`src/pin_cfg_pkg.sv`:
```
package pin_cfg_pkg;

    // ------------------------------------------------------------------
    // widths
    // ------------------------------------------------------------------
    localparam int ADDR_W    = 14;
    localparam int DATA_W    = 24;
    localparam int BYTE_W    = 8;
    localparam int HOST_W    = 16;
    localparam int FLAG_N    = 8;
    localparam int STRAP_N   = 3;
    localparam int FIXED_N   = 3;
    localparam int SER_N     = 4;
    localparam int IRQ_N     = 6;
    localparam int STROBE_N  = 4;
    localparam int PADDR_W   = 12;

    // ------------------------------------------------------------------
    // register offsets (byte addresses)
    // ------------------------------------------------------------------
    localparam logic [PADDR_W-1:0] OFS_SYS_CTRL  = 12'h000;
    localparam logic [PADDR_W-1:0] OFS_FLAG_DIR  = 12'h004;
    localparam logic [PADDR_W-1:0] OFS_FLAG_OUT  = 12'h008;
    localparam logic [PADDR_W-1:0] OFS_FIXED     = 12'h00C;
    localparam logic [PADDR_W-1:0] OFS_INT_MASK  = 12'h010;
    localparam logic [PADDR_W-1:0] OFS_FLAG_IN   = 12'h014;
    localparam logic [PADDR_W-1:0] OFS_MODE      = 12'h018;

    // ------------------------------------------------------------------
    // field positions
    // ------------------------------------------------------------------
    localparam int STRAP_MODE_C   = 2;
    localparam int ALT_FLAG_BIT   = 8;
    localparam int IRQ_SHARED_LSB = 4;
    localparam int IRQ_SHARED_N   = 4;
    localparam int IRQ_ALT0       = 4;
    localparam int IRQ_ALT1       = 5;
    localparam int SER_RX_FRAME   = 0;
    localparam int SER_TX_FRAME   = 1;
    localparam int SER_RX_DATA    = 2;
    localparam int SER_TX_DATA    = 3;
    localparam int UPPER_LSB      = DATA_W - BYTE_W;
    localparam int HOST_DATA_LSB  = 8;

    // synchroniser lanes
    localparam int SYNC_FLAG_LSB  = 0;
    localparam int SYNC_DATA_LSB  = SYNC_FLAG_LSB + FLAG_N;
    localparam int SYNC_HOST_LSB  = SYNC_DATA_LSB + DATA_W;
    localparam int SYNC_STRB_LSB  = SYNC_HOST_LSB + HOST_W;
    localparam int SYNC_SER_LSB   = SYNC_STRB_LSB + STROBE_N;
    localparam int SYNC_W         = SYNC_SER_LSB + SER_N;

    // ------------------------------------------------------------------
    // reset values and pin masks
    // ------------------------------------------------------------------
    localparam logic                RST_SYS_ALT   = 1'b0;
    localparam logic [FLAG_N-1:0]   RST_FLAG_DIR  = 8'h00;
    localparam logic [FLAG_N:0]     RST_FLAG_OUT  = 9'h000;
    localparam logic [FIXED_N-1:0]  RST_FIXED     = 3'h0;
    localparam logic [IRQ_N-1:0]    RST_INT_MASK  = 6'h00;
    localparam logic [ADDR_W-1:0]   FULL_ADDR_OE  = 14'h3FFF;
    localparam logic [ADDR_W-1:0]   HOST_ADDR_OE  = 14'h0001;
    localparam logic [DATA_W-1:0]   FULL_DATA_OE  = 24'hFFFFFF;
    localparam logic [DATA_W-1:0]   HOST_DATA_OE  = 24'hFFFF00;
    localparam logic [DATA_W-1:0]   UPPER_DATA_OE = 24'hFF0000;
    localparam logic [SER_N-1:0]    SER_ALT_OE    = 4'h8;

    // ------------------------------------------------------------------
    // types
    // ------------------------------------------------------------------
    typedef enum logic {
        MODE_FULL_MEM,
        MODE_HOST
    } mem_mode_t;

    typedef struct packed {
        logic write_n;
        logic read_n;
        logic addr_latch;
        logic select_n;
    } host_strobe_t;

    localparam host_strobe_t HOST_STROBE_IDLE = 4'hD;

endpackage

```
`src/memory_mode_pin_config.sv`:
```
`timescale 1ns/1ps
`default_nettype none
// ----------------------------------------------------------------------
// Overview of operation
// - the strap on flag pin two is read during reset: low gives full memory mode, high host mode.
// - after reset the chosen memory mode is frozen until the next reset.
// - after reset the three strap pins become ordinary programmable flag pins.
// - full memory mode drives a 14-bit address bus and a 24-bit data bus, top byte also byte address.
// - host mode offers the 16-bit host port with its strobes and ack, address bit 0 and data 23..8.
// - a shared interrupt/flag pin works as interrupt and flag at once.
// - an unmasked shared pin that is asserted, from outside or as own flag, raises its interrupt.
// - a control bit picks serial port or alternate interrupts and flags for the second serial port.
// - the three fixed output flags are always outputs.
// ----------------------------------------------------------------------
module memory_mode_pin_config
    import pin_cfg_pkg::*;
(
    // clock and reset
    input  wire logic                 pclk,
    input  wire logic                 presetn,
    // apb slave
    input  wire logic [PADDR_W-1:0]   paddr,
    input  wire logic                 psel,
    input  wire logic                 penable,
    input  wire logic                 pwrite,
    input  wire logic [31:0]          pwdata,
    output logic      [31:0]          prdata,
    output logic                      pready,
    output logic                      pslverr,
    // programmable flag pins, bits 2..0 double as straps
    input  wire logic [FLAG_N-1:0]    prog_flag_i,
    output logic      [FLAG_N-1:0]    prog_flag_o,
    output logic      [FLAG_N-1:0]    prog_flag_oe,
    // fixed output flags
    output logic      [FIXED_N-1:0]   fixed_output_flags,
    // interrupt requests to the controller
    output logic      [IRQ_N-1:0]     irq_req,
    // external memory pins
    output logic      [ADDR_W-1:0]    ext_address_bus_o,
    output logic      [ADDR_W-1:0]    ext_address_bus_oe,
    input  wire logic [DATA_W-1:0]    ext_data_bus_i,
    output logic      [DATA_W-1:0]    ext_data_bus_o,
    output logic      [DATA_W-1:0]    ext_data_bus_oe,
    // core memory side
    input  wire logic [ADDR_W-1:0]    core_addr,
    input  wire logic [DATA_W-1:0]    core_wdata,
    input  wire logic                 core_data_drive,
    input  wire logic                 core_byte_access,
    input  wire logic [BYTE_W-1:0]    core_byte_addr,
    output logic      [DATA_W-1:0]    core_rdata,
    // host port pins
    input  wire logic [HOST_W-1:0]    host_port_addr_data_i,
    output logic      [HOST_W-1:0]    host_port_addr_data_o,
    output logic      [HOST_W-1:0]    host_port_addr_data_oe,
    input  wire logic                 host_port_write_strobe_n,
    input  wire logic                 host_port_read_strobe_n,
    input  wire logic                 host_port_addr_latch,
    input  wire logic                 host_port_select_n,
    output logic                      host_port_ack_n,
    // core host side
    output host_strobe_t              host_strobes,
    output logic      [HOST_W-1:0]    host_ad_in,
    input  wire logic [HOST_W-1:0]    core_host_rdata,
    input  wire logic                 core_host_drive,
    input  wire logic                 core_host_ack,
    // second serial port pins
    input  wire logic [SER_N-1:0]     ser_pin_i,
    output logic      [SER_N-1:0]     ser_pin_o,
    output logic      [SER_N-1:0]     ser_pin_oe,
    // core serial side
    input  wire logic [SER_N-1:0]     core_ser_o,
    input  wire logic [SER_N-1:0]     core_ser_oe,
    output logic      [SER_N-1:0]     core_ser_i,
    // mode status
    output logic                      host_mode,
    output logic                      mode_locked
);

    // ------------------------------------------------------------------
    // pin synchronisers and strap latch
    // ------------------------------------------------------------------
    host_strobe_t        strobe_raw;
    host_strobe_t        strobe_s;
    logic [SYNC_W-1:0]   pins_raw;
    logic [SYNC_W-1:0]   pins_s;
    logic [FLAG_N-1:0]   flag_in_s;
    logic [DATA_W-1:0]   data_in_s;
    logic [HOST_W-1:0]   host_ad_s;
    logic [SER_N-1:0]    ser_s;
    logic [STRAP_N-1:0]  strap_q;
    mem_mode_t           mode_q;

    assign strobe_raw = {host_port_write_strobe_n, host_port_read_strobe_n,
                         host_port_addr_latch, host_port_select_n};
    assign pins_raw   = {ser_pin_i, strobe_raw, host_port_addr_data_i,
                         ext_data_bus_i, prog_flag_i};
    assign flag_in_s  = pins_s[SYNC_FLAG_LSB +: FLAG_N];
    assign data_in_s  = pins_s[SYNC_DATA_LSB +: DATA_W];
    assign host_ad_s  = pins_s[SYNC_HOST_LSB +: HOST_W];
    assign strobe_s   = pins_s[SYNC_STRB_LSB +: STROBE_N];
    assign ser_s      = pins_s[SYNC_SER_LSB +: SER_N];

    pin_sync u_sync (
        .pclk   (pclk),
        .raw    (pins_raw),
        .synced (pins_s)
    );

    mode_strap_latch u_strap (
        .pclk    (pclk),
        .presetn (presetn),
        .strap_s (flag_in_s[STRAP_N-1:0]),
        .strap_q (strap_q),
        .mode_q  (mode_q),
        .locked  (mode_locked)
    );

    wire full_mode = mode_locked && (mode_q == MODE_FULL_MEM);
    assign host_mode = mode_locked && (mode_q == MODE_HOST);

    // ------------------------------------------------------------------
    // apb register file
    // ------------------------------------------------------------------
    logic                sys_alt_q;
    logic [FLAG_N-1:0]   flag_dir_q;
    logic [FLAG_N:0]     flag_out_q;
    logic [FIXED_N-1:0]  fixed_q;
    logic [IRQ_N-1:0]    mask_q;
    logic [31:0]         rd_word;

    wire wr_en     = psel && penable && pwrite;
    wire setup     = psel && !penable;
    wire hit_sys   = (paddr == OFS_SYS_CTRL);
    wire hit_dir   = (paddr == OFS_FLAG_DIR);
    wire hit_out   = (paddr == OFS_FLAG_OUT);
    wire hit_fixed = (paddr == OFS_FIXED);
    wire hit_mask  = (paddr == OFS_INT_MASK);
    wire hit_fin   = (paddr == OFS_FLAG_IN);
    wire hit_mode  = (paddr == OFS_MODE);
    wire mapped    = hit_sys | hit_dir | hit_out | hit_fixed | hit_mask | hit_fin | hit_mode;
    wire [FIXED_N-1:0] wr_fixed_val = pwdata[FIXED_N-1:0];

    wire [FLAG_N:0]    flag_stat = {ser_s[SER_RX_DATA], flag_in_s};
    wire [STRAP_N+1:0] mode_stat = {strap_q, mode_locked, host_mode};

    assign rd_word = hit_sys   ? 32'(sys_alt_q)  :
                     hit_dir   ? 32'(flag_dir_q) :
                     hit_out   ? 32'(flag_out_q) :
                     hit_fixed ? 32'(fixed_q)    :
                     hit_mask  ? 32'(mask_q)     :
                     hit_fin   ? 32'(flag_stat)  :
                     hit_mode  ? 32'(mode_stat)  : 32'h0000_0000;

    // read data is captured in the setup cycle so the access cycle ends at once
    assign pready = 1'b1;

    always_ff @(posedge pclk or negedge presetn) begin
        if (!presetn) begin
            prdata  <= 32'h0000_0000;
            pslverr <= 1'b0;
        end else if (setup) begin
            prdata  <= pwrite ? 32'h0000_0000 : rd_word;
            pslverr <= !mapped;
        end
    end

    always_ff @(posedge pclk or negedge presetn) begin
        if (!presetn) begin
            sys_alt_q  <= RST_SYS_ALT;
            flag_dir_q <= RST_FLAG_DIR;
            flag_out_q <= RST_FLAG_OUT;
            fixed_q    <= RST_FIXED;
            mask_q     <= RST_INT_MASK;
        end else if (wr_en) begin
            if (hit_sys)   sys_alt_q  <= pwdata[0];
            if (hit_dir)   flag_dir_q <= pwdata[FLAG_N-1:0];
            if (hit_out)   flag_out_q <= pwdata[FLAG_N:0];
            if (hit_fixed) fixed_q    <= wr_fixed_val;
            if (hit_mask)  mask_q     <= pwdata[IRQ_N-1:0];
        end
    end

    // ------------------------------------------------------------------
    // pin multiplexing, next values
    // ------------------------------------------------------------------
    logic [ADDR_W-1:0]  addr_oe_d;
    logic [DATA_W-1:0]  data_o_d;
    logic [DATA_W-1:0]  data_oe_d;
    logic [HOST_W-1:0]  host_oe_d;
    logic [SER_N-1:0]   ser_o_d;
    logic [SER_N-1:0]   ser_oe_d;
    logic [FLAG_N-1:0]  flag_oe_d;
    logic [IRQ_N-1:0]   irq_d;

    // address pins: all 14 in full mode, only the lowest in host mode
    assign addr_oe_d = full_mode ? FULL_ADDR_OE : (host_mode ? HOST_ADDR_OE : '0);

    // byte accesses put the byte-memory address on the top data byte
    assign data_o_d  = {(core_byte_access ? core_byte_addr : core_wdata[DATA_W-1:UPPER_LSB]),
                        core_wdata[UPPER_LSB-1:0]};
    assign data_oe_d = full_mode ? ((core_data_drive ? FULL_DATA_OE : '0)
                                    | (core_byte_access ? UPPER_DATA_OE : '0)) :
                       (host_mode && core_data_drive) ? HOST_DATA_OE : '0;
    assign core_rdata = host_mode ? (data_in_s & HOST_DATA_OE) : data_in_s;

    // host port lives only in host mode; the core sees idle strobes otherwise
    assign host_oe_d    = {HOST_W{host_mode && core_host_drive}};
    assign host_strobes = host_mode ? strobe_s : HOST_STROBE_IDLE;
    assign host_ad_in   = host_mode ? host_ad_s : '0;

    // straps are never driven before the mode has been latched
    assign flag_oe_d = mode_locked ? flag_dir_q : '0;

    // alternate roles: frames become interrupts, rx data a flag in, tx data a flag out
    assign ser_o_d    = sys_alt_q ? {flag_out_q[ALT_FLAG_BIT], {(SER_N-1){1'b0}}} : core_ser_o;
    assign ser_oe_d   = sys_alt_q ? SER_ALT_OE : core_ser_oe;
    assign core_ser_i = sys_alt_q ? '0 : ser_s;

    // the request reads the pin itself, so an own flag output low also interrupts
    genvar g;
    generate
        for (g = 0; g < IRQ_SHARED_N; g++) begin : g_irq
            assign irq_d[g] = !flag_in_s[IRQ_SHARED_LSB+g] && mask_q[g];
        end
    endgenerate
    assign irq_d[IRQ_ALT0] = sys_alt_q && !ser_s[SER_RX_FRAME] && mask_q[IRQ_ALT0];
    assign irq_d[IRQ_ALT1] = sys_alt_q && !ser_s[SER_TX_FRAME] && mask_q[IRQ_ALT1];

    assign fixed_output_flags = fixed_q;

    // ------------------------------------------------------------------
    // registered pin outputs
    // ------------------------------------------------------------------
    always_ff @(posedge pclk or negedge presetn) begin
        if (!presetn) begin
            ext_address_bus_o      <= '0;
            ext_address_bus_oe     <= '0;
            ext_data_bus_o         <= '0;
            ext_data_bus_oe        <= '0;
            host_port_addr_data_o  <= '0;
            host_port_addr_data_oe <= '0;
            host_port_ack_n        <= 1'b1;
            prog_flag_o            <= '0;
            prog_flag_oe           <= '0;
            ser_pin_o              <= '0;
            ser_pin_oe             <= '0;
            irq_req                <= '0;
        end else begin
            ext_address_bus_o      <= core_addr;
            ext_address_bus_oe     <= addr_oe_d;
            ext_data_bus_o         <= data_o_d;
            ext_data_bus_oe        <= data_oe_d;
            host_port_addr_data_o  <= core_host_rdata;
            host_port_addr_data_oe <= host_oe_d;
            host_port_ack_n        <= !(host_mode && core_host_ack);
            prog_flag_o            <= flag_out_q[FLAG_N-1:0];
            prog_flag_oe           <= flag_oe_d;
            ser_pin_o              <= ser_o_d;
            ser_pin_oe             <= ser_oe_d;
            irq_req                <= irq_d;
        end
    end

    // ------------------------------------------------------------------
    // checks
    // ------------------------------------------------------------------
    property p_flags_quiet;
        @(posedge pclk) disable iff (!presetn)
        !mode_locked |=> (prog_flag_oe == 8'h00);
    endproperty
    a_flags_quiet: assert property (p_flags_quiet) else $error("flag driven before lock");

    property p_flag_dir;
        @(posedge pclk) disable iff (!presetn)
        mode_locked ##1 mode_locked |-> (prog_flag_oe == $past(flag_dir_q));
    endproperty
    a_flag_dir: assert property (p_flag_dir) else $error("flag direction wrong");

    property p_full_bus;
        @(posedge pclk) disable iff (!presetn)
        full_mode |=> (ext_address_bus_oe == 14'h3FFF) && (host_port_addr_data_oe == 16'h0000);
    endproperty
    a_full_bus: assert property (p_full_bus) else $error("full mode bus wrong");

    property p_byte_addr;
        @(posedge pclk) disable iff (!presetn)
        (full_mode && core_byte_access) |=>
            (ext_data_bus_o[23:16] == $past(core_byte_addr)) && (ext_data_bus_oe[23:16] == 8'hFF);
    endproperty
    a_byte_addr: assert property (p_byte_addr) else $error("byte address missing");

    property p_host_bus;
        @(posedge pclk) disable iff (!presetn)
        host_mode |=> (ext_address_bus_oe == 14'h0001) && (ext_data_bus_oe[7:0] == 8'h00)
                      && (host_port_ack_n == !$past(core_host_ack));
    endproperty
    a_host_bus: assert property (p_host_bus) else $error("host mode pins wrong");

    property p_shared_irq;
        @(posedge pclk) disable iff (!presetn)
        (flag_dir_q[5] && mask_q[1] && !flag_in_s[5]) |=> irq_req[1];
    endproperty
    a_shared_irq: assert property (p_shared_irq) else $error("output flag lost its irq");

    property p_irq_masked;
        @(posedge pclk) disable iff (!presetn)
        !mask_q[3] |=> !irq_req[3];
    endproperty
    a_irq_masked: assert property (p_irq_masked) else $error("masked irq raised");

    property p_serial_alt;
        @(posedge pclk) disable iff (!presetn)
        sys_alt_q |=> (ser_pin_oe == 4'h8) && (ser_pin_o[3] == $past(flag_out_q[8]));
    endproperty
    a_serial_alt: assert property (p_serial_alt) else $error("alternate serial roles wrong");

    property p_fixed_write;
        @(posedge pclk) disable iff (!presetn)
        (wr_en && hit_fixed) |=> (fixed_output_flags == $past(wr_fixed_val));
    endproperty
    a_fixed_write: assert property (p_fixed_write) else $error("fixed flags not updated");

    property p_unmapped;
        @(posedge pclk) disable iff (!presetn)
        (setup && !mapped) |=> pslverr && (prdata == 32'h0000_0000);
    endproperty
    a_unmapped: assert property (p_unmapped) else $error("unmapped access not flagged");

endmodule
`default_nettype wire

```
`src/pin_sync.sv`:
```
`timescale 1ns/1ps
`default_nettype none
module pin_sync
    import pin_cfg_pkg::*;
(
    // clock
    input  wire logic              pclk,
    // pins in, synchronised out
    input  wire logic [SYNC_W-1:0] raw,
    output logic      [SYNC_W-1:0] synced
);

    // ------------------------------------------------------------------
    // two-stage synchroniser per lane
    // ------------------------------------------------------------------
    // no reset here: the strap must flow through while reset is held
    genvar i;
    generate
        for (i = 0; i < SYNC_W; i++) begin : g_lane
            logic meta_q;
            always_ff @(posedge pclk) begin
                meta_q    <= raw[i];
                synced[i] <= meta_q;
            end
        end
    endgenerate

endmodule
`default_nettype wire

```
`src/mode_strap_latch.sv`:
```
`timescale 1ns/1ps
`default_nettype none
module mode_strap_latch
    import pin_cfg_pkg::*;
(
    // clock and reset
    input  wire logic               pclk,
    input  wire logic               presetn,
    // synchronised strap pins
    input  wire logic [STRAP_N-1:0] strap_s,
    // latched mode
    output logic      [STRAP_N-1:0] strap_q,
    output mem_mode_t               mode_q,
    output logic                    locked
);

    typedef enum logic {
        ST_WAIT,
        ST_LOCKED
    } latch_state_t;

    latch_state_t state_q;
    latch_state_t state_d;
    wire          capture = (state_q == ST_WAIT);

    assign state_d = ST_LOCKED;
    assign locked  = (state_q == ST_LOCKED);

    // ------------------------------------------------------------------
    // capture once at the first edge after release
    // ------------------------------------------------------------------
    always_ff @(posedge pclk or negedge presetn) begin
        if (!presetn) begin
            state_q <= ST_WAIT;
            strap_q <= '0;
            mode_q  <= MODE_FULL_MEM;
        end else begin
            case (state_q)
                ST_WAIT: begin
                    strap_q <= strap_s;
                    mode_q  <= strap_s[STRAP_MODE_C] ? MODE_HOST : MODE_FULL_MEM;
                    state_q <= state_d;
                end
                ST_LOCKED: begin
                    state_q <= ST_LOCKED;
                end
                default: begin
                    state_q <= ST_WAIT;
                end
            endcase
        end
    end

    property p_strap_capture;
        @(posedge pclk) disable iff (!presetn)
        capture |=> (mode_q == (($past(strap_s[STRAP_MODE_C])) ? MODE_HOST : MODE_FULL_MEM))
                    && (strap_q == $past(strap_s));
    endproperty
    a_strap_capture: assert property (p_strap_capture) else $error("strap not captured");

    property p_mode_frozen;
        @(posedge pclk) disable iff (!presetn)
        locked |=> locked && $stable(mode_q) && $stable(strap_q);
    endproperty
    a_mode_frozen: assert property (p_mode_frozen) else $error("mode changed");

endmodule
`default_nettype wire

```
`config.mk`:
```
export PLATFORM = sky130hd
export DESIGN_NAME = memory_mode_pin_config
export DESIGN_NICKNAME = d
export VERILOG_FILES = /design/src/pin_cfg_pkg.sv /design/src/memory_mode_pin_config.sv /design/src/pin_sync.sv /design/src/mode_strap_latch.sv
export SDC_FILE = /design/constraint.sdc
export NUM_CORES = 1
export LEC_CHECK = 0
export BUFFER_PORTS_ARGS = -buffer_cell sky130_fd_sc_hd__buf_2
export CAP_MARGIN = 20
export CORE_AREA = 2 2 160 162
export CTS_BUF_LIST = sky130_fd_sc_hd__clkbuf_4 sky130_fd_sc_hd__clkbuf_8 sky130_fd_sc_hd__clkbuf_16
export CTS_CLUSTER_DIAMETER = 80
export DETAILED_ROUTE_END_ITERATION = 16
export DIE_AREA = 0 0 162 164
export GPL_ROUTABILITY_DRIVEN = 0
export PLACE_DENSITY_LB_ADDON = 0.25
export SLEW_MARGIN = 5
export SYNTH_ARGS = -nofsm -noshare
export SYNTH_HDL_FRONTEND = slang
export SYNTH_SLANG_ARGS = --single-unit
```
`constraint.sdc`:
```
create_clock -name pclk -period 1.7 [get_ports pclk]
set_input_delay 0.34 -clock pclk [delete_from_list [all_inputs] [get_ports pclk]]
set_output_delay 0.34 -clock pclk [all_outputs]
set_load 0.05 [all_outputs]
```
==> results.cfg, run 1 <==
[outcome]
status = complete, but fails checks
violations = negative setup slack

[setup_path]
critical_path.cell_chain = nand2_2 > buf_6 > clkinvlp_4 > nand2b_4 > buf_8
setup.worst_path.start_class = register
crit_family = buffers and inverters
crit_fanout = 5
arrival_ns = 1.61
crit_type = register to output pin
critPathSlowestCell = dfrtp_2
path_buf_inv = 3
cp_data_required_time_ns = 1.36
critPathCaptureType = output pin
cp_slowest_stage_delay_ns = 0.41

[clock_tree]
clk_latency_ns = 0.53
root_buffer = clkbuf_16
cts_buffer_depth = 3
cts_sinks = 244
h-tree-depth = 1
cts_tree = built
cts.clk_slew.worst_paths_ns = 0.06
numCtsBuffers = 27

[floorplanning]
fp.dieArea_mm2 = 0.0266
fp.coreArea_mm2 = 0.0248
start_util_pct = 31.0
rows = 58
ioPinCount = 405
fp.dieW_um = 162
die_height_um = 164

[synth]
yosys.cell_types.count = 39
ys_seq_elements = 244
synthCells = 547
yosys.area.top_type_share_pct = 42.6
synth_edf_count = 0
yosysWarnings = 0
synth_top_family_by_area = buffers and inverters
synthTopCellsByArea = dfrtp_1 (43%), dfxtp_1 (29%), buf_4 (8.7%), mux2_2 (5.7%), and2_1 (1.5%)
synth_fa_ha_area_share_pct = 0
synth_commonest_cells = dfrtp_1 (131), dfxtp_1 (112), buf_4 (89)
ys_async_sr_fraction_pct = 54.1
syn-cell-area_mm2 = 0.00769
avgSynthCellArea_um2 = 14.1
synth_area_leader_cell = dfrtp_1
synth-simple-area-share_pct = 7.52
ys_seq_area_share_pct = 72.2
synthMuxAreaShare_pct = 6.10
synth_compound_area_share_pct = 4.13
yosysMostFrequentCell = dfrtp_1
synthFlopType = dfrtp_1
synth-xor-area-share_pct = 0

[cells_and_area]
syn_to_final_growth_pct = 55.5
multi_input_area_mm2 = 0.00155
nNetsFinal = 1177
drive_gt1_share_pct = 51.1
n_fill_cell = 2223
seq_area_mm2 = 0.00555

[global_routing]
grt_max_degree = 39
gr-usage-all-layers_pct = 15.1
antenna_found_initial = 2
overflow = 0
grt_pass1_wl_mm = 31.1
grt_pass1_vias = 5481

[power]
ir_drop_uv = 794
seqPwrFrac_pct = 43.8
internal_power_mw = 10.2
switchingPower_mw = 3.74
p_clk_share_pct = 41.8
p_sw_share_pct = 26.9
p_per_area_mw_per_mm2 = 1160
leakagePower_nw = 6.05
pwr-share-comb_pct = 14.4
total_power_mw = 13.9

[routing]
routed_via_density = 4.07
avgRoutedWirePerCell_um = 15.5
dr.pass1.iters = 4
drc = 0
drtIter0Drc = 155
ant_nets = 0
routed_wl_mm = 20.9
vias = 5488

[sta]
skew_ns = 0.0120
finalHoldViolations = 0
slew_violations = 0
fmax_mhz = 513
fin_ws_ns = -0.249
holdWs_ns = 0.0288
period_needed_ns = 1.95
finalSetupViolCount = 29
post-route-period-util_pct = 115
rsz0062_at_grt = yes

[place]
preCtsSetupSlack_ns = -0.489
port_buffers = 357
hpwl_mm = 14.4

[worst_hold_path]
hold_class = input port to register

[run]
cap_violations = 0
==> kinds of logic after synthesis <==
logic type | Yosys count
compound gates | 45
flops | 244
other cells | 2
simple gates | 101
buf+inv | 113
mux | 42
==> worst reg2reg max path, stage by stage (launching register included) <==
cell       delay (ns)
dfrtp_1          0.36
nand2_2          0.08
buf_4            0.13
buf_4            0.12
o21ai_1          0.10
o21ai_1          0.12
a2111oi_2        0.34
buf_4            0.17
a221o_1          0.09
==> timing repair <==
action	in CTS	in global routing
setup endpoints to repair	63	71
pin swaps	1	1
buffers inserted	5	3
hold buffers	105	0
hold endpoints to repair	137	0
resized for setup	79	35
==> power by group through the flow <==
| stage | clock network [mW] | logic [mW] | registers, mW |
|---|---|---|---|
| floorplan | 0 | 0.926 | 6.53 |
| global placement | 0 | 1.69 | 6.19 |
| detailed placement | 0 | 1.69 | 6.20 |
| CTS | 5.98 | 1.97 | 6.09 |
| global route | 6.28 | 2.09 | 6.11 |
| finish | 5.81 | 1.99 | 6.09 |
==> area by class of cell <==
cell class / count / share of cell area, %
Antenna cell: 2 / 0.0419
Clock buffer: 38 / 6.74
Clock inverter: 11 / 0.859
Inverter: 4 / 0.157
Multi-Input combinational cell: 213 / 13.0
Sequential cell: 244 / 46.5
Tap cell: 330 / 3.46
Timing Repair Buffer: 508 / 29.3
==> flip-flops by register name, summed over array words and instances, names as in the netlist, 6 cells and up <==
| signal | cells |
|---|---|
| mask_q | 6 |
| flag_dir_q | 8 |
| prdata | 9 |
| u_sync.g_lane.meta_q | 56 |
| prog_flag_oe | 8 |
| flag_out_q | 9 |
| irq_req | 6 |
| ext_data_bus_o | 24 |
| prog_flag_o | 8 |
| u_sync.synced | 56 |
| host_port_addr_data_o | 16 |
| ext_address_bus_o | 14 |
==> per-layer routing <==
metal	global-route usage [%]	vias to the layer above	part of all wire [%]
met2	25.3	212	50
met4	4.99	0	2.5
met5	0	-	0
met1	19.3	2630	41
met3	3.71	38	6.6
li1	-	2608	-
==> metrics by stage <==
stage               setup TNS [ns]  std cells  utilization, %  instance area (µm²)
floorplan                   -0.461        570               -                 7840
global placement            -13.08       1186            38.8                 9630
detailed placement          -13.94       1186            38.8                 9630
CTS                          -5.94       1345            47.7                11900
global route                 -7.93       1348            48.1                11900
finish                       -5.27       1350            48.1                12000
==> cell usage in the layout (no fill, tap or decap), types with 4 or more instances in the layout <==
cell type,instances
buf_2,301
dfrtp_1,126
dfxtp_1,112
dlygate4sd3_1,105
buf_4,65
mux2_2,38
clkbuf_16,29
conb_1,25
and3_1,19
clkbuf_4,19
nor2b_1,15
nand2_1,13
nor2_1,12
and2_1,11
buf_8,11
buf_6,9
and2_4,8
a21oi_1,8
o21ai_0,7
a32oi_1,5
dfrtp_2,5
buf_12,5
nor2b_2,4
nand2b_1,4
a221o_1,4
==> path summary, 6_finish.rpt <==
kind / cells after the start / start / end / slack, ns
worst max register to register: 8 / u_strap.strap_q[2] / prdata[0] / 0.14
max in group asynchronous: 3 / presetn / sys_alt_q / 0.80
worst min register to register: 0 / u_sync.g_lane[52].meta_q / u_sync.synced[52] / 0.32
worst min-delay path: 2 / core_ser_o[0] / ser_pin_o[0] / 0.03
worst max-delay path: 5 / u_strap.locked / host_strobes[2] / -0.25
min in group asynchronous: 2 / presetn / ext_data_bus_o[3] / 0.28
No activity file was read; power rests on OpenSTA's default activity.
==> run 2, diff against run 1 <==
--- a/config.mk
+++ b/config.mk
@@ -13,7 +13,6 @@
 export DETAILED_ROUTE_END_ITERATION = 16
 export DIE_AREA = 0 0 162 164
 export GPL_ROUTABILITY_DRIVEN = 0
-export PLACE_DENSITY_LB_ADDON = 0.25
 export SLEW_MARGIN = 5
 export SYNTH_ARGS = -nofsm -noshare
 export SYNTH_HDL_FRONTEND = slang
==> run 2 against run 1 <==
The flow still finishes with violations (negative setup slack). Total power up 0.51%. Final cell count up 0.52%. Global-route usage up 0.22 points. Worst setup slack worse by 0.014 ns. Clock power is essentially flat. Sequential cell count unchanged. Largest cell class unchanged.
==> results.cfg, run 2 (synthesized netlist as in run 1, its figures left out) <==
[run]
cap_violations = 0

[outcome]
violations = negative setup slack
status = complete, but fails checks

[place]
dpl.cell_count = 1191
hpwl_mm = 14.5
port_buffers = 357
preCtsSetupSlack_ns = -0.246

[routing]
routed_via_density = 4.10
dr.pass1.iters = 4
drtIter0Drc = 124
ant_nets = 0
avgRoutedWirePerCell_um = 16.0
drc = 0
vias = 5562
routed_wl_mm = 21.7

[clock_tree]
clk_latency_ns = 0.55
root_buffer = clkbuf_16
numCtsBuffers = 26
cts_tree = built
cts_sinks = 244
cts.clk_slew.worst_paths_ns = 0.07
cts_buffer_depth = 3
h-tree-depth = 1

[setup_path]
reg2reg_depth = 7
crit_type = register to output pin
critPathCaptureType = output pin
arrival_ns = 1.62
setup.worst_path.start_class = register
crit_fanout = 5
critical_path.cell_chain = nand2_2 > buf_6 > clkinvlp_4 > nand2b_4 > buf_8
cp_data_required_time_ns = 1.36
critPathSlowestCell = dfrtp_1
cp_slowest_stage_delay_ns = 0.40

[cells_and_area]
multi_input_area_mm2 = 0.00161
layout_common_cells = buf_2 (302), dfrtp_1 (127), dfxtp_1 (112)
syn_to_final_growth_pct = 58.4
drive_gt1_share_pct = 52.5
final_common_cell = buf_2
seq_area_mm2 = 0.00555
nNetsFinal = 1185
layout.cells.non_filler = 1357
reg_top3 = u_sync.g_lane.meta_q x56, u_sync.synced x56, ext_data_bus_o x24
n_fill_cell = 2195

[sta]
fmax_mhz = 510
period_needed_ns = 1.96
skew_ns = 0.0369
rsz0062_at_grt = yes
slew_violations = 0
finalHoldViolations = 0
finalSetupTns_ns = -6.51
fin_ws_ns = -0.263
finalSetupViolCount = 32
holdWs_ns = 0.0209
post-route-period-util_pct = 115

[power]
ir_drop_uv = 795
p_per_area_mw_per_mm2 = 1150
leakagePower_nw = 6.09

[global_routing]
grt_pass1_vias = 5680
grt_pass1_wl_mm = 31.5
overflow = 0
antenna_found_initial = 3
grt_max_degree = 50
gr-usage-all-layers_pct = 15.3

[floorplanning]
ioPinCount = 405
rows = 58
fp.dieW_um = 162
die_height_um = 164
start_util_pct = 31.0
fp.coreArea_mm2 = 0.0248
fp.dieArea_mm2 = 0.0266

[worst_hold_path]
hold_class = input port to register
min_path_cells = 2
[run 2: cell count changes in the layout (fill, tap and decap cells not counted), sizes merged]
cell and change:
clkinv +4, buf +10, bufinv -1, inv -3
clkinvlp -1, clkbuf -4, dlygate4sd3 +2
[run 2: routing by layer]
layer | vias up | GRT usage [%] | part of all wire [%] | routed length [µm]
li1 | 2619 | - | - | -
met4 | 2 | 4.95 | 2.2 | 471
met2 | 188 | 27.4 | 52 | 11400
met3 | 37 | 3.54 | 6.3 | 1380
met5 | - | 0 | 0.074 | 16
met1 | 2716 | 18.3 | 39 | 8510
[run 2: power by group]
part           total, mW  internal (mW)  switching, mW
clock               5.83           3.50           2.33
combinational       2.04          0.693           1.35
sequential          6.09           6.01         0.0795
[run 2: final cells by class]
type                            instances  area share [%]
Timing Repair Buffer                  517            29.9
Clock buffer                           37            6.95
Antenna cell                            2          0.0411
Inverter                                4           0.154
Sequential cell                       244            45.6
Multi-Input combinational cell        213            13.3
Clock inverter                         10           0.740
Tap cell                              330            3.39
[run 2: worst paths after layout]
path / start / endpoint / slack [ns]
max: u_strap.strap_q[2] / host_strobes[2] / -0.26
min: core_ser_oe[2] / ser_pin_oe[2] / 0.02
max reg2reg: u_strap.strap_q[2] / prdata[0] / 0.12
min reg2reg: u_sync.g_lane[27].meta_q / u_sync.synced[27] / 0.32
max in group asynchronous: presetn / host_port_ack_n / 0.78
min in group asynchronous: presetn / ext_address_bus_o[2] / 0.31
[run 2: through the flow]
stage | total power [mW] | util (%) | cell area, µm²
2_1_floorplan | 7.46 | - | 7840
3_3_place_gp | 7.86 | 38.8 | 9630
3_5_place_dp | 7.88 | 38.8 | 9630
4_1_cts | 14.1 | 47.9 | 11900
5_1_grt | 14.5 | 49.1 | 12200
6_report | 14.0 | 49.1 | 12200
[run 2: worst max-delay path: cells and delay by family (launching register included)]
family | cells | cell delay (ns)
buf+inv | 3 | 0.45
flops | 1 | 0.40
simple gates | 2 | 0.21
[run 2: repair_timing]
action | CTS | global route
gates resized for setup | 78 | 68
hold buffers | 107 | 0
endpoints found under the setup margin | 63 | 50
buffers inserted | 5 | 4
cloned | 1 | 0
hold endpoints to repair | 150 | 0
==> run 3, diff against run 2 <==
--- a/config.mk
+++ b/config.mk
@@ -7,12 +7,13 @@
 export LEC_CHECK = 0
 export BUFFER_PORTS_ARGS = -buffer_cell sky130_fd_sc_hd__buf_2
 export CAP_MARGIN = 20
-export CORE_AREA = 2 2 160 162
-export CTS_BUF_LIST = sky130_fd_sc_hd__clkbuf_4 sky130_fd_sc_hd__clkbuf_8 sky130_fd_sc_hd__clkbuf_16
+export CORE_AREA = 2 2 158 160
+export CTS_BUF_LIST = sky130_fd_sc_hd__clkbuf_4
 export CTS_CLUSTER_DIAMETER = 80
 export DETAILED_ROUTE_END_ITERATION = 16
-export DIE_AREA = 0 0 162 164
+export DIE_AREA = 0 0 160 162
 export GPL_ROUTABILITY_DRIVEN = 0
+export RECOVER_POWER = 100
 export SLEW_MARGIN = 5
 export SYNTH_ARGS = -nofsm -noshare
 export SYNTH_HDL_FRONTEND = slang
==> run 3 against run 2 <==
The run still ends with negative setup slack left. Non-clock buffer count grew 32. Critical path depth decreased by 1. Clock-buffer cell count rose by 70. Clock power is 8.1% lower. Global-route usage rose by 1.6 points. First-iteration DRC count rose by 6.5%. Die area fell by 2.4%. Utilization rose by 4.7 points. Hold slack improved by 0.10 ns. Final cell count increased by 7.1%. Critical path type unchanged.
==> results.cfg, run 3 (synthesized netlist as in run 1, its figures left out) <==
[outcome]
status = complete, but fails checks
violations = negative setup slack

[place]
port_buffers = 357
dpl.cell_count = 1182
hpwl_mm = 14.2

[floorplanning]
die_height_um = 162
fp.dieArea_mm2 = 0.0259
fp.coreArea_mm2 = 0.0241
ioPinCount = 405
fp.dieW_um = 160
rows = 57
start_util_pct = 31.9

[setup_path]
crit_type = register to output pin
arrival_ns = 1.67
crit_fanout = 6
r2r-start = u_strap.strap_q[2]
crit_start = u_strap.locked
critPathCaptureType = output pin
setup.worst_path.start_class = register
cp_data_required_time_ns = 1.36

[sta]
fin_ws_ns = -0.314
relSlewSlack_pct = 12.4
fmax_mhz = 497
finalHoldViolations = 0
post-route-period-util_pct = 118
period_needed_ns = 2.01
slew_violations = 0
tightestPinTransition_ns = 1.31
rsz0062_at_grt = yes
finalSetupViolCount = 42
skew_ns = 0.0470

[global_routing]
overflow = 0
grt_pass1_vias = 6437
grt_max_degree = 51
antenna_found_initial = 1
grt_pass1_wl_mm = 34.1
gr-usage-all-layers_pct = 17.0

[routing]
drtIter0Drc = 132
dr.pass1.iters = 4
avgRoutedWirePerCell_um = 15.7
vias = 5934
routed_wl_mm = 22.8
ant_nets = 0
routed_via_density = 4.08
drc = 0

[clock_tree]
clk_latency_ns = 0.65
cts_buffer_depth = 3
root_buffer = clkbuf_4
cts_sinks = 244
cts_tree = built
h-tree-depth = 3
numCtsBuffers = 67
cts.clk_slew.worst_paths_ns = 0.06

[cells_and_area]
drive_gt1_share_pct = 52.9
layout.cells.non_filler = 1454
syn_to_final_growth_pct = 68.6
nNetsFinal = 1258
final_common_cell = buf_2
reg_top3 = u_sync.g_lane.meta_q x56, u_sync.synced x56, ext_data_bus_o x24
layout_common_cells = buf_2 (254), dlygate4sd3_1 (139), dfrtp_1 (125)
fin_util_pct = 53.8

[power]
ir_drop_uv = 565
leakagePower_nw = 6.40
p_per_area_mw_per_mm2 = 1060

[worst_hold_path]
min_from = core_byte_access
hold_class = input port to register

[run]
cap_violations = 0
## run 3: repair_timing
item	4_1_cts	5_1_grt
pin swaps	0	5
hold buffers	139	0
endpoints found under the hold margin	219	0
gates resized for setup	192	101
setup endpoints to repair	97	88
setup buffers	6	7
## run 3: per-layer routing
metal	track usage [%]	wire length [µm]	vias to the layer above
met2	29.3	11900	246
met3	6.44	1770	55
met1	18.7	8450	2823
li1	-	-	2810
met5	0	0	-
met4	7.53	637	0
## run 3: final timing paths
| path | to | slack, ns | depth (start not counted) |
|---|---|---|---|
| worst min register to register | u_sync.synced[54] | 0.31 | 0 |
| max in group asynchronous | flag_out_q[3] | 0.12 | 3 |
| worst min-delay path | ext_data_bus_oe[20] | 0.12 | 2 |
| worst max-delay path | host_mode | -0.31 | 4 |
| min in group asynchronous | ext_data_bus_o[4] | 0.51 | 2 |
| worst max register to register | prdata[0] | 0.18 | 6 |
## run 3: final cells by class
cell class / count / area, µm²
Antenna cell: 2 / 5.00
Sequential cell: 244 / 5550
Clock buffer: 107 / 803
Tap cell: 324 / 405
Multi-Input combinational cell: 213 / 1610
Fill cell: 2043 / 11100
Inverter: 4 / 18.8
Clock inverter: 11 / 82.6
Timing Repair Buffer: 549 / 4480
## run 3: report_power, final
part	total [mW]	internal (mW)	leakage [nW]	switching, mW
logic	2.29	0.891	3.25	1.40
registers	6.10	6.01	2.62	0.0850
clock network	5.36	3.01	0.533	2.35
total	13.7	9.91	6.40	3.83
## run 3: worst max-delay path, cell delays in order (launching register included)
cell        delay (ns)
dfrtp_2           0.41
nand2_2           0.09
buf_12            0.13
clkinvlp_4        0.17
buf_2             0.27
## run 3: through the flow
| stage | worst slack, ns | TNS [ns] | hold WS [ns] | cell area (µm²) | power (mW) |
|---|---|---|---|---|---|
| CTS | -0.401 | -12.49 | 0.0343 | 12500 | 13.8 |
| finish | -0.314 | -8.14 | 0.121 | 13000 | 13.7 |
| global route | -0.439 | -17.08 | 0.0680 | 13000 | 14.5 |
| floorplan | -0.0442 | -0.461 | 0.0444 | 7840 | 7.46 |
| global placement | -0.253 | -5.47 | 0.310 | 9620 | 7.87 |
| detailed placement | -0.270 | -5.96 | 0.312 | 9620 | 7.88 |
